[src/pkg/timer_ctrl_pkg.sv]
// package: register map, field positions and types for the type-B timer control block
package timer_ctrl_pkg;
  localparam logic [11:0] ctrl_lo_addr = 12'h000;
  localparam logic [11:0] ctrl_hi_addr = 12'h004;
  localparam logic [11:0] count_lo_addr = 12'h008;
  localparam logic [11:0] count_hi_addr = 12'h00C;
  localparam logic [11:0] status_addr = 12'h010;
  localparam int on_bit = 15;
  localparam int idle_halt_bit = 13;
  localparam int gate_bit = 7;
  localparam int prescale_lsb = 4;
  localparam int pair_bit = 3;
  localparam int source_bit = 1;
  localparam logic [31:0] ctrl_reset = 32'h0000_0000;
  localparam logic [15:0] count_reset = 16'h0000;
  localparam logic [7:0] presc_reset = 8'h00;
  localparam int pclk_mhz = 20;

  typedef struct packed {
    logic on;
    logic idle_halt;
    logic gated_accumulate;
    logic [2:0] prescale_select;
    logic pair_wide_mode;
    logic clock_source_select;
  } ctrl_t;

  typedef struct packed {
    logic tick;
    logic gate;
  } count_src_t;
endpackage

[src/logic/type_b_timer_control.sv]
// type-B timer pair (even and odd instance) with control registers, prescalers and counters
// Contract
// - bit 15 switches timer on or off
// - bit 13 halts timer during idle
// - external source: gate ignored, reads zero
// - internal source: gate bit enables accumulation
// - prescale 1,2,4,8,16,32,64,256 by field
// - pair bit exists on even timer only
// - in pair mode odd settings are ignored (here the odd idle bit still halts both halves in idle)
// - unused control bits read zero
//
// Design decisions made here: the APB slave port and the placing of the registers.
`timescale 1ns/1ns
module type_b_timer_control
  import timer_ctrl_pkg::*;
(
  input wire logic pclk,
  input wire logic presetn,
  input wire logic psel,
  input wire logic penable,
  input wire logic pwrite,
  input wire logic [11:0] paddr,
  input wire logic [31:0] pwdata,
  output logic [31:0] prdata,
  output logic pready,
  output logic pslverr,
  input wire logic idle_mode,
  input wire logic ext_clk_lo,
  input wire logic ext_clk_hi,
  input wire logic gate_lo,
  input wire logic gate_hi,
  output logic run_lo,
  output logic run_hi
);

  // register file, one control word per timer; the pair bit only lives in the even one
  // counts are plain 16-bit halves; reading both words of a running pair is not atomic
  ctrl_t ctrl_lo;
  ctrl_t ctrl_hi;
  logic [15:0] count_lo;
  logic [15:0] count_hi;
  logic [7:0] presc_lo;
  logic [7:0] presc_hi;
  logic ext_prev_lo;
  logic ext_prev_hi;
  logic gate_prev_lo;
  logic gate_prev_hi;

  // prescale ratio minus one, for the field code
  // 1:128 has no code, so the ratio is not a plain power of the field value
  function automatic logic [7:0] presc_limit(input logic [2:0] sel);
    logic [7:0] r;
    r = 8'h00;
    unique case (sel)
      3'h0: r = 8'h00;
      3'h1: r = 8'h01;
      3'h2: r = 8'h03;
      3'h3: r = 8'h07;
      3'h4: r = 8'h0F;
      3'h5: r = 8'h1F;
      3'h6: r = 8'h3F;
      3'h7: r = 8'hFF; // 1:256 skips 1:128
    endcase
    return r;
  endfunction

  // readback image; unused positions stay zero and the gate bit hides under external source
  // the pair bit only reads back on the even word
  function automatic logic [31:0] ctrl_image(input ctrl_t c, input logic even);
    logic [31:0] w;
    w = 32'h0000_0000;
    w[on_bit] = c.on;
    w[idle_halt_bit] = c.idle_halt;
    w[gate_bit] = c.gated_accumulate & ~c.clock_source_select;
    w[prescale_lsb +: 3] = c.prescale_select;
    w[pair_bit] = c.pair_wide_mode & even;
    w[source_bit] = c.clock_source_select;
    return w;
  endfunction

  // write decode; the odd word drops the pair bit so it can never be seen or act there
  function automatic ctrl_t ctrl_from(input logic [31:0] d, input logic even);
    ctrl_t c;
    c.on = d[on_bit];
    c.idle_halt = d[idle_halt_bit];
    c.gated_accumulate = d[gate_bit];
    c.prescale_select = d[prescale_lsb +: 3];
    c.pair_wide_mode = d[pair_bit] & even;
    c.clock_source_select = d[source_bit];
    return c;
  endfunction

  // apb decode: single wait-free access phase
  // writes act in the access cycle, reads are captured in the setup cycle
  wire logic wr_en = psel & penable & pwrite;
  wire logic rd_en = psel & ~penable & ~pwrite;
  wire logic hit_ctrl_lo = (paddr == ctrl_lo_addr);
  wire logic hit_ctrl_hi = (paddr == ctrl_hi_addr);
  wire logic hit_cnt_lo = (paddr == count_lo_addr);
  wire logic hit_cnt_hi = (paddr == count_hi_addr);
  wire logic hit_status = (paddr == status_addr);
  wire logic mapped = hit_ctrl_lo | hit_ctrl_hi | hit_cnt_lo | hit_cnt_hi | hit_status;

  // in pair mode the odd timer takes every setting from the even one
  // the one exception is the odd idle bit: software keeps it clear for the pair to
  // run in idle, and a set odd bit stops both halves together, so the carry chain
  // never sees a half-stopped 32-bit count
  wire logic pair = ctrl_lo.pair_wide_mode;
  wire ctrl_t eff_hi = pair ? ctrl_lo : ctrl_hi;
  // even half stops on its own bit, or on the odd bit while paired
  wire logic idle_stop_lo = idle_mode & (ctrl_lo.idle_halt | (pair & ctrl_hi.idle_halt));
  wire logic idle_stop_hi = idle_mode & (ctrl_hi.idle_halt | (pair & ctrl_lo.idle_halt));
  // run state: on and not idle-stopped; in pair mode the odd half follows the even
  wire logic active_lo = ctrl_lo.on & ~idle_stop_lo;
  wire logic active_hi = eff_hi.on & ~idle_stop_hi & ~(pair & idle_stop_lo);

  // input events: pclk cycle or rising edge of the external input
  // an edge needs one low sample then one high sample, so input pulses must span a pclk
  wire count_src_t src_lo = '{tick: ctrl_lo.clock_source_select ? (ext_clk_lo & ~ext_prev_lo) : 1'b1,
                              gate: gate_lo};
  wire count_src_t src_hi = '{tick: eff_hi.clock_source_select ? (ext_clk_hi & ~ext_prev_hi) : 1'b1,
                              gate: gate_hi};

  // gated mode only exists on the internal source
  wire logic gated_lo = ctrl_lo.gated_accumulate & ~ctrl_lo.clock_source_select;
  wire logic gated_hi = eff_hi.gated_accumulate & ~eff_hi.clock_source_select;
  // a tick is taken only while active, and in gated mode only with the gate high
  wire logic take_lo = active_lo & src_lo.tick & (~gated_lo | src_lo.gate);
  wire logic take_hi = active_hi & src_hi.tick & (~gated_hi | src_hi.gate);
  // prescaler terminal count per half
  wire logic presc_done_lo = (presc_lo == presc_limit(ctrl_lo.prescale_select));
  wire logic presc_done_hi = (presc_hi == presc_limit(eff_hi.prescale_select));
  // one count step per completed prescale cycle
  wire logic step_lo = take_lo & presc_done_lo;
  // paired: odd half counts on the even half's carry, no prescaler of its own
  // the carry comes from the step that wraps the even count, so both halves move on one edge
  wire logic step_hi = pair ? (step_lo & (count_lo == 16'hFFFF)) : (take_hi & presc_done_hi);

  // status view: live run state of both halves and the gate inputs one cycle late
  wire logic [31:0] status_word = {28'h0000000, gate_prev_hi, gate_prev_lo, active_hi, active_lo};
  // read mux; unmapped offsets read zero so a stray read is harmless
  wire logic [31:0] next_rdata = hit_ctrl_lo ? ctrl_image(ctrl_lo, 1'b1) :
                                 hit_ctrl_hi ? ctrl_image(ctrl_hi, 1'b0) :
                                 hit_cnt_lo ? {16'h0000, count_lo} :
                                 hit_cnt_hi ? {16'h0000, count_hi} :
                                 hit_status ? status_word : 32'h0000_0000;

  // control register writes
  // everything is off after reset: no timer runs until software sets the on bit
  // a write to the even word while paired reconfigures both halves at once
  always_ff @(posedge pclk or negedge presetn) begin
    if (!presetn) begin
      ctrl_lo <= '0;
      ctrl_hi <= '0;
    end else if (wr_en && hit_ctrl_lo) begin
      ctrl_lo <= ctrl_from(pwdata, 1'b1);
    end else if (wr_en && hit_ctrl_hi) begin
      ctrl_hi <= ctrl_from(pwdata, 1'b0);
    end
  end

  // even timer: prescaler and count; a software write wins over a step
  // the prescaler restarts while off, so the first step after on takes a full ratio
  always_ff @(posedge pclk or negedge presetn) begin
    if (!presetn) begin
      presc_lo <= presc_reset;
      count_lo <= count_reset;
    end else begin
      if (!ctrl_lo.on) presc_lo <= presc_reset;
      else if (take_lo) presc_lo <= presc_done_lo ? presc_reset : presc_lo + 8'h01;
      if (wr_en && hit_cnt_lo) count_lo <= pwdata[15:0];
      else if (step_lo) count_lo <= count_lo + 16'h0001;
    end
  end

  // odd timer: prescaler idle while paired
  // holding it in reset while paired means leaving pair mode starts it clean
  // the odd count write still works while paired, so software can preset the upper half
  always_ff @(posedge pclk or negedge presetn) begin
    if (!presetn) begin
      presc_hi <= presc_reset;
      count_hi <= count_reset;
    end else begin
      if (!eff_hi.on || pair) presc_hi <= presc_reset;
      else if (take_hi) presc_hi <= presc_done_hi ? presc_reset : presc_hi + 8'h01;
      if (wr_en && hit_cnt_hi) count_hi <= pwdata[15:0];
      else if (step_hi) count_hi <= count_hi + 16'h0001;
    end
  end

  // edge history for the external inputs and registered gate view
  // reset low matches the idle level of the inputs, so no false edge follows reset
  always_ff @(posedge pclk or negedge presetn) begin
    if (!presetn) begin
      ext_prev_lo <= 1'b0;
      ext_prev_hi <= 1'b0;
      gate_prev_lo <= 1'b0;
      gate_prev_hi <= 1'b0;
    end else begin
      ext_prev_lo <= ext_clk_lo;
      ext_prev_hi <= ext_clk_hi;
      gate_prev_lo <= gate_lo;
      gate_prev_hi <= gate_hi;
    end
  end

  // bus answer: read data latched in setup so access phase completes at once
  // pready follows the setup cycle only, so a master must not stretch the access phase
  // run outputs are registered, one cycle behind the internal state
  always_ff @(posedge pclk or negedge presetn) begin
    if (!presetn) begin
      prdata <= 32'h0000_0000;
      pready <= 1'b0;
      pslverr <= 1'b0;
      run_lo <= 1'b0;
      run_hi <= 1'b0;
    end else begin
      if (rd_en) prdata <= next_rdata;
      pready <= psel & ~penable;
      pslverr <= psel & ~penable & ~mapped;
      run_lo <= active_lo;
      run_hi <= active_hi;
    end
  end

endmodule // type_b_timer_control

[config.mk]
export PLATFORM = sky130hd
export DESIGN_NAME = type_b_timer_control
export DESIGN_NICKNAME = d
export VERILOG_FILES = /design/src/pkg/timer_ctrl_pkg.sv /design/src/logic/type_b_timer_control.sv
export SDC_FILE = /design/constraint.sdc
export NUM_CORES = 1
export LEC_CHECK = 0
export ABC_CLOCK_PERIOD_IN_PS = 4100
export BUFFER_PORTS_ARGS = -buffer_cell sky130_fd_sc_hd__buf_2
export CORE_ASPECT_RATIO = 1.25
export CORE_UTILIZATION = 45
export DETAILED_ROUTE_END_ITERATION = 8
export PLACE_DENSITY_LB_ADDON = 0.08
export SYNTH_ARGS = -nofsm -noshare
export SYNTH_HDL_FRONTEND = slang
export SYNTH_SLANG_ARGS = --single-unit
[constraint.sdc]
create_clock -name pclk -period 4.1 [get_ports pclk]
set_input_delay 1.23 -clock pclk [delete_from_list [all_inputs] [get_ports pclk]]
set_output_delay 1.23 -clock pclk [all_outputs]
set_load 0.03 [all_outputs]
### After elaboration in Yosys (flattened, before gate mapping)

Memories as Yosys holds them, arrays and structs flattened.
Index checks and enable logic that the tools add are counted.

* register bits after elaboration: 103
* memory bits (read-only): 128
* input bits: 54
* output and inout port bits: 36
* word-level logic and storage cells: 115
* memories kept: 2

* add/subtract/negate cells: 4
* equality and inequality tests: 8
* muxes and demuxes: 19
* bitwise gates (word level): 47
* reductions and logical operators: 11

Memory list
* (no name shown): depth 8, bits a word 8, rd ports 1, clocked after Yosys merged registers in 0, write ports 0, line type_b_timer_control.sv:54 `unique case (sel)`
* (no name shown): depth 8, bits a word 8, rd ports 1, clocked after Yosys merged registers in 0, write ports 0, line type_b_timer_control.sv:54

Operators by type and width (count)
* $mux W16: 8
* $mux W8: 7
* $add A16 B1 Y16 const B: 2
* $and A1 B1 Y1: 25
* $eq A12 B4 Y1 const B: 2
* $add A8 B1 Y8 const B: 2
* $eq A16 B16 Y1 const B: 1
* $eq A8 B8 Y1: 2
* $not A1 Y1: 14
* $eq A12 B3 Y1 const B: 1
* $eq A12 B5 Y1 const B: 1
* $logic_not A12 Y1: 1
* $or A1 B1 Y1: 8
* $reduce_bool A2 Y1: 3
* $logic_and A1 B1 Y1: 4
* $mux W4: 1
* $mux W1: 3
* $ne A2 B1 Y1 const B: 1
* $reduce_and A2 Y1: 1
* $logic_not A1 Y1: 1
* $logic_or A1 B1 Y1: 1

### Depth between registers and ports, before layout

Gate-level depths: netlist of run 1.

* depth after elaboration: 12
* depth in mapped cells: 10
* mapped depth without buffers: 8

### Worst setup path after synthesis of run 1

Ideal clock, no wire load.

* path kind: input-to-reg
* from: input paddr[7]
* to: register ctrl_hi[2] (netlist name)
* setup time: 0.125 ns
* arrival time: 2.902 ns
* required time: 3.975 ns
* slack: 1.074 ns
* stages on the path: 6
* path buffers: 1
* cell sequence: nor4_1 > nand3_1 > or3_1 > clkbuf_1 > nor2_1 > mux2_2

* longest elaborated chain between the ends: 4
* elaborated cells on any way between the ends: 6
* classes of those cells: eq/ne (1); bitwise (1); reduce/logical (4)

Ends and longest elaborated chain
* start, declared: line type_b_timer_control.sv:22 `input wire logic [11:0] paddr,`
* $logic_not A12 Y1: line type_b_timer_control.sv:97 `wire logic hit_ctrl_lo = (paddr == ctrl_lo_addr);`
* $logic_and A1 B1 Y1: line type_b_timer_control.sv:155 `end else if (wr_en && hit_ctrl_lo) begin`
* $not A1 Y1 (no line)
* $reduce_and A2 Y1 (no line) (*)
* end signal, assigned: line type_b_timer_control.sv:158 `ctrl_hi <= ctrl_from(pwdata, 1'b0);`
* end, declared: line type_b_timer_control.sv:39 `ctrl_t ctrl_hi;`

Every way passes the cells marked *; elsewhere a longest branch is shown, timed or not.
A chain may end at the register's enable or synchronous reset.

### Worst setup path after layout of run 1

* from: input ext_clk_lo
* to: register count_hi[2]

* longest elaborated chain between the ends: 8

Ends and longest elaborated chain
* start, declared: line type_b_timer_control.sv:28 `input wire logic ext_clk_lo,`
* $and A1 B1 Y1: line type_b_timer_control.sv:119 `wire count_src_t src_lo = '{tick: ctrl_lo.clock_source_select ? (ext_clk_lo & ~ext_prev_lo) : 1'b1,`
* $mux W1: line type_b_timer_control.sv:119
* $and A1 B1 Y1 (2 in a row): line type_b_timer_control.sv:128 `wire logic take_lo = active_lo & src_lo.tick & (~gated_lo | src_lo.gate);`
* $and A1 B1 Y1: line type_b_timer_control.sv:134 `wire logic step_lo = take_lo & presc_done_lo;`
* $and A1 B1 Y1: line type_b_timer_control.sv:137 `wire logic step_hi = pair ? (step_lo & (count_lo == 16'hFFFF)) : (take_hi & presc_done_hi);`
* $mux W1: line type_b_timer_control.sv:137
* $reduce_bool A2 Y1 (no line)
* end signal, assigned: line type_b_timer_control.sv:182 `count_hi <= count_reset;`
* end signal, assigned: line type_b_timer_control.sv:186 `if (wr_en && hit_cnt_hi) count_hi <= pwdata[15:0];`
* end signal, assigned: line type_b_timer_control.sv:187 `else if (step_hi) count_hi <= count_hi + 16'h0001;`
* end, declared: line type_b_timer_control.sv:41 `logic [15:0] count_hi;`

No other way between the ends.

==> impl_results.md, run 1 <==
- Final Critical Period: 3.00 ns
- CP Class: input pin to register
- Synth Flop Type: dfrtp_1
- Most frequent cells in the layout: 87 x dfrtp_1, 78 x nand2_1, 56 x buf_2
- Net Sw Power: 0.755 mW
- Share of cells above drive strength 1: 0.188
- Die width: 99.1 um
- Worst hold path class: register to register
- Max IR drop VDD: 0.223 mV
- Area grow syn2layout: 13.0%
- #FFs+latches synth: 87
- Fin worst setup slack: 1.10 ns
- Antenna cells: 0
- Clock Latency Late Sink: 0.34 ns
- Global route overflow: 0
- Ys async rst share: 1.00
- Sequential cell area fraction in the yosys report: 0.411
- Final layout net count: 680
- Die H: 123 um
- DRT Pass-1 Iters: 4
- IO Pins: 90
- GPL Wtd Cong: 0.866
- Utilization after layout: 0.531
- Internal power: 1.70 mW
- Crit end category: register
- CTS Sinks: 87
- Sw Ratio: 0.307
- Total routed wirelength: 13.8 mm
- Outcome: completed
- Critical Path RT: 4.38 ns
- Vias in the first global route: 4,221
- WL per Instance: 18.2 um
- Row count: 43
- Clock Root Buffer: clkbuf_16
- Starting density of the core: 0.469
- Final Slew Violations: 0
- Mapped Cells: 573
- Startpoint types: input pin
- Power Density: 410 nW/um2
- Vias per cell: 5.76
- Leak Pwr: 2.64 nW
- Number of max-cap violations: 0
- H-tree levels: 3
- Placed Area: 5660 um2
- Fmax: 333 MHz
- CTS tree: yes
- Relative slew slack: 0.481
- First-pass GRT wire length: 22.4 mm
- CTS Buffer Depth: 2
- Post-Layout Cell Count: 762
- TNS Setup: 0 ns
- Placed Cells: 746
- Die ar.: 12,200 um2
- Final Power: 2.46 mW
- EDFF count, synth: 0
- Total number of vias: 4,389
- Hold buffers post-CTS: 0
- Fin area: 5990 um2
- Setup Viol. Count Final: 0
- Clock Power Share: 0.374
- Post-CTS setup buffer count: 0
- Detail Route Antenna Nets: 0
- Post-DP HPWL: 9.97 mm
- Slew @ Worst Pin: 0.773 ns
- Iter 0 DRT Violations: 242
- Syn avg cell area: 9.25 um2
- Comb pwr share: 0.226
- Syn. warnings: 0
- Antenna violations before repair: 0
- Largest net degree at the start of global routing: 42
- Netlist cell types: 62
- Post-route clock period utilization: 0.732
- Commonest non-fill, non-tap cell in the layout: dfrtp_1
- Worst Path Arrival: 3.29 ns
- Skew final: 0.00822 ns
- Port buffer count: 57
- Drc violations: 0
- Setup WS pre-CTS: 0.715 ns
- RSZ-0062 raised after global routing: false
- Worst-path clk slew: 0.07 ns
- Post-cts sizing count: 0
- Post-Syn Area: 5300 um2
- Total core area: 11,300 um2
- Hold Vio Cnt, Final: 0
- GRT Total Usage: 0.242
- CP Max Fanout: 8
- Seq pwr share: 0.400
- CTS Buf Count: 9
- Worst hold slack: 0.469 ns
## critical path: stages
cell and delay, ns:
buf_2 0.08, nand2b_1 0.05, a2bb2oi_1 0.36, nand3_1 0.21, nor4_2 0.60, a32oi_4 0.27, or3_1 0.40, nand3_1 0.08
## metal layers
layer  global-route usage  part of all wire  wire, um
met5                    0                 0         0
met4                0.108             0.023       316
met2                0.432              0.52      7170
met1                0.298              0.44      6080
met3               0.0237             0.019       267
## flip-flops by register name, indices dropped and copies added, names as in the netlist
register	count
count_lo	16
run_hi	1
presc_hi	8
ext_prev_lo	1
ctrl_lo	7
pair	1
pslverr	1
gate_prev_lo	1
ctrl_hi	7
count_hi	16
run_lo	1
ext_prev_hi	1
gate_prev_hi	1
prdata	16
presc_lo	8
pready	1
## area by class of cell
class	instances	area (um2)
Multi-Input combinational cell	447	2920
Clock buffer	11	253
Tap cell	135	169
Inverter	10	37.5
Fill cell	1048	5300
Sequential cell	87	2180
Timing Repair Buffer	67	363
Clock inverter	5	80.1
## Yosys cell counts, drive strengths merged, types with 2 or more instances
master,instances,share of area
nor3,25,0.025
ha,4,0.0094
buf,23,0.030
xnor2,11,0.018
or3,5,0.0068
and4,3,0.0050
or2,3,0.0035
mux2,17,0.036
nand3b,8,0.011
o211ai,4,0.0057
nor4,7,0.012
a2bb2oi,2,0.0033
o21ai,34,0.033
o31ai,7,0.0099
and3,15,0.018
nor4b,2,0.0033
o311ai,2,0.0033
nand2,78,0.055
nor2b,3,0.0035
a21oi,25,0.024
nor3b,2,0.0028
nand4,8,0.0094
dfrtp,87,0.41
a21boi,3,0.0042
a2111oi,2,0.0033
a31oi,5,0.0059
a22oi,8,0.011
xor2,10,0.017
nor2,20,0.014
inv,10,0.0071
a211oi,2,0.0028
nand2b,8,0.0094
a32oi,2,0.010
and2,14,0.017
nand3,30,0.028
clkbuf,21,0.015
o21a,8,0.011
mux2i,36,0.072
or3b,3,0.0050
o221ai,6,0.0099
## power groups by stage
| stage | sequential, mW | combinational, mW | clock (mW) |
|---|---|---|---|
| finish | 0.983 | 0.557 | 0.918 |
| global route | 0.992 | 0.620 | 0.971 |
| CTS | 0.983 | 0.560 | 0.936 |
| detailed placement | 0.999 | 0.556 | 0 |
| global placement | 0.997 | 0.539 | 0 |
| floorplan | 1.00 | 0.407 | 0 |
## cells by family after synthesis
group                      count (synthesis)  synth area share
DFF                                       87             0.411
buffers and inverters                     54            0.0517
AOI/OAI and AO/OA                        118             0.154
other                                      1          0.000707
xor gates and xnor gates                  21            0.0347
adders and majority gates                  4           0.00944
and+or+nand+nor                          235             0.231
muxes                                     53             0.108
## final timing paths
path	slack (ns)	from	end	cells past startpoint
setup reg to reg	1.25	pair	count_hi[6]	7
hold reg to reg	0.47	prdata[0]	prdata[0]	2
max in group asynchronous	2.43	presetn	ctrl_hi[3]	2
hold / removal	0.47	prdata[0]	prdata[0]	2
setup / recovery	1.10	ext_clk_lo	count_hi[2]	8
min in group asynchronous	0.88	presetn	presc_hi[5]	1
(Power assumes the default switching activity.)
==> run 2: changes to the inputs <==
--- a/config.mk
+++ b/config.mk
@@ -5,7 +5,7 @@
 export SDC_FILE = /design/constraint.sdc
 export NUM_CORES = 1
 export LEC_CHECK = 0
-export ABC_CLOCK_PERIOD_IN_PS = 4100
+export ABC_CLOCK_PERIOD_IN_PS = 2500
 export BUFFER_PORTS_ARGS = -buffer_cell sky130_fd_sc_hd__buf_2
 export CORE_ASPECT_RATIO = 1.25
 export CORE_UTILIZATION = 45
==> constraint.sdc (replaced) <==
create_clock -name pclk -period 2.5 [get_ports pclk]
set_input_delay 0.75 -clock pclk [delete_from_list [all_inputs] [get_ports pclk]]
set_output_delay 0.75 -clock pclk [all_outputs]
set_load 0.03 [all_outputs]
==> run 2 against run 1 <==
Non-clock buffer count grew 44; largest power group unchanged; critical endpoint is now count_hi[14]; critical path type is now register to register; global-route usage grew 0.28 points; sequential share of layout area shrank 2.3 points; highest routed layer unchanged; first-iteration DRC count grew 19%; setup slack lost 1.0 ns; hold slack lost 0.052 ns.
==> impl_results.md, run 2 (synthesized netlist as in run 1, its figures left out) <==
- Fin area: 6400 um2 (was 5990 um2)
- Hold Vio Cnt, Final: 0 (unchanged)
- Skew final: 0.00807 ns (was 0.00822 ns)
- Vias per cell: 5.66 (was 5.76)
- GRT Total Usage: 0.245 (was 0.242)
- Post-route clock period utilization: 0.979
- Starting density of the core: 0.469 (unchanged)
- Met3 Use GR: 0.0339 (was 0.0237)
- H-tree levels: 3 (unchanged)
- Worst hold path class: input pin to async pin (was register to register)
- Antenna cells: 0 (unchanged)
- Iter 0 DRT Violations: 288 (was 242)
- Outcome: completed (unchanged)
- Total routed wirelength: 14.2 mm (was 13.8 mm)
- Largest net degree at the start of global routing: 43 (was 42)
- TNS Setup: 0 ns (unchanged)
- Post-DP HPWL: 10.5 mm (was 9.97 mm)
- CTS tree: yes (unchanged)
- IO Pins: 90 (unchanged)
- Final Critical Period: 2.45 ns
- Antenna violations before repair: 0 (unchanged)
- CP Class: register to register (was input pin to register)
- GPL Wtd Cong: 0.843 (was 0.866)
- Total number of vias: 4,559 (was 4,389)
- Grt met1 use: 0.295 (was 0.298)
- Die ar.: 12,200 um2 (unchanged)
- Worst-path clk slew: 0.06 ns (was 0.07 ns)
- Clock Root Buffer: clkbuf_16 (unchanged)
- Share of cells above drive strength 1: 0.251 (was 0.188)
- Utilization after layout: 0.567 (was 0.531)
- GR peak layer: met2 (unchanged)
- Max IR drop VDD: 0.374 mV (was 0.223 mV)
- Port buffer count: 57 (unchanged)
- Final Slew Violations: 0 (unchanged)
- Global route overflow: 0 (unchanged)
- Row count: 43 (unchanged)
- Worst Path Arrival: 2.67 ns (was 3.29 ns)
- Final layout net count: 724 (was 680)
- Power Density: 618 nW/um2 (was 410 nW/um2)
- First-pass GRT wire length: 22.8 mm (was 22.4 mm)
- Most frequent cells in the layout: 85 x dfrtp_1, 77 x nand2_1, 56 x buf_2 (was 87 x dfrtp_1, 78 x nand2_1, 56 x buf_2)
- Fmax: 408 MHz
- Relative slew slack: 0.588 (was 0.481)
- CTS Buf Count: 9 (unchanged)
- Area grow syn2layout: 20.8% (was 13.0%)
- WL per Instance: 17.6 um (was 18.2 um)
- Die H: 123 um (unchanged)
- Top Registers: count_hi: 16 flops, count_lo: 16 flops, prdata: 16 flops (unchanged)
- Crit end category: register (unchanged)
- CP Max Fanout: 6 (was 8)
- Met2 Use GR: 0.442 (was 0.432)
- Die width: 99.1 um (unchanged)
- Total core area: 11,300 um2 (unchanged)
- Commonest non-fill, non-tap cell in the layout: dfrtp_1 (unchanged)
- DRT Pass-1 Iters: 4 (unchanged)
- Number of max-cap violations: 0 (unchanged)
- CTS Buffer Depth: 2 (unchanged)
- Path depth of the worst reg2reg path: 8 (was 7)
- CTS Sinks: 87 (unchanged)
- Critical Path RT: 2.72 ns (was 4.38 ns)
- Slew @ Worst Pin: 0.619 ns (was 0.773 ns)
- Hold buffers post-CTS: 0 (unchanged)
- Drc violations: 0 (unchanged)
- Startpoint types: register (was input pin)
- Vias in the first global route: 4,509 (was 4,221)
- Clock Latency Late Sink: 0.34 ns (about the same)
- Setup Viol. Count Final: 0 (unchanged)
- Detail Route Antenna Nets: 0 (unchanged)
- Placed Area: 6070 um2 (was 5660 um2)
- RSZ-0062 raised after global routing: true (was false)
- Leak Pwr: 2.85 nW (was 2.64 nW)
- Worst hold slack: 0.417 ns (was 0.469 ns)
-- run 2: changes by cell type in the layout (fill, tap and decap cells not counted), sizes merged --
| cell | before | now |
|---|---|---|
| buf | 67 | 111 |
| bufinv | 2 | 1 |
| clkinv | 1 | 2 |
| clkinvlp | 2 | 1 |
-- run 2: report_power, final --
| part | switching [mW] | internal, mW |
|---|---|---|
| clock | 0.559 | 0.767 |
| combinational | 0.584 | 0.452 |
| sequential | 0.0989 | 1.50 |
| total | 1.24 | 2.72 |
-- run 2: routing by layer --
| layer | part of all wire | wire length [um] |
|---|---|---|
| met3 | 0.023 | 332 |
| met4 | 0.029 | 409 |
| met1 | 0.44 | 6190 |
| met5 | 0 | 0 |
| met2 | 0.51 | 7250 |
-- run 2: area by class of cell --
type | count | area (um2)
Clock buffer | 11 | 233
Clock inverter | 4 | 47.5
Fill cell | 1078 | 4890
Inverter | 10 | 37.5
Multi-Input combinational cell | 447 | 2960
Sequential cell | 87 | 2180
Tap cell | 135 | 169
Timing Repair Buffer | 111 | 781
-- run 2: worst max-delay path: stages, from the launching register on --
cell,delay (ns)
dfrtp_2,0.49
mux2_2,0.41
and4b_1,0.19
a311oi_2,0.27
a221oi_4,0.10
a32oi_4,0.39
buf_4,0.20
mux2i_1,0.20
nand2_1,0.06
-- run 2: final timing paths --
check | startpoint | end | slack (ns)
max in group asynchronous | presetn | ctrl_lo[2] | 1.51
min reg2reg | prdata[0] | prdata[0] | 0.47
max reg2reg | pair | count_hi[14] | 0.05
max | pair | count_hi[14] | 0.05
min in group pclk | prdata[0] | prdata[0] | 0.47
min | presetn | presc_hi[4] | 0.42
-- run 2: what timing repair did --
| item | 4_1_cts | 5_1_grt |
|---|---|---|
| endpoints found under the hold margin | 0 | 0 |
| pin swaps | 0 | 4 |
| setup buffers | 0 | 1 |
| setup endpoints to repair | 19 | 23 |
| resized for setup | 6 | 4 |
-- run 2: stage by stage --
stage                     total power, mW  setup slack, ns  instances
after floorplan                      2.31          -0.0464        588
after global placement               2.62          -0.0639        789
after detailed placement             2.64           -0.113        789
after CTS                            3.98           0.0115        804
after global routing                 4.16          -0.0545        805
final                                3.96           0.0516        805
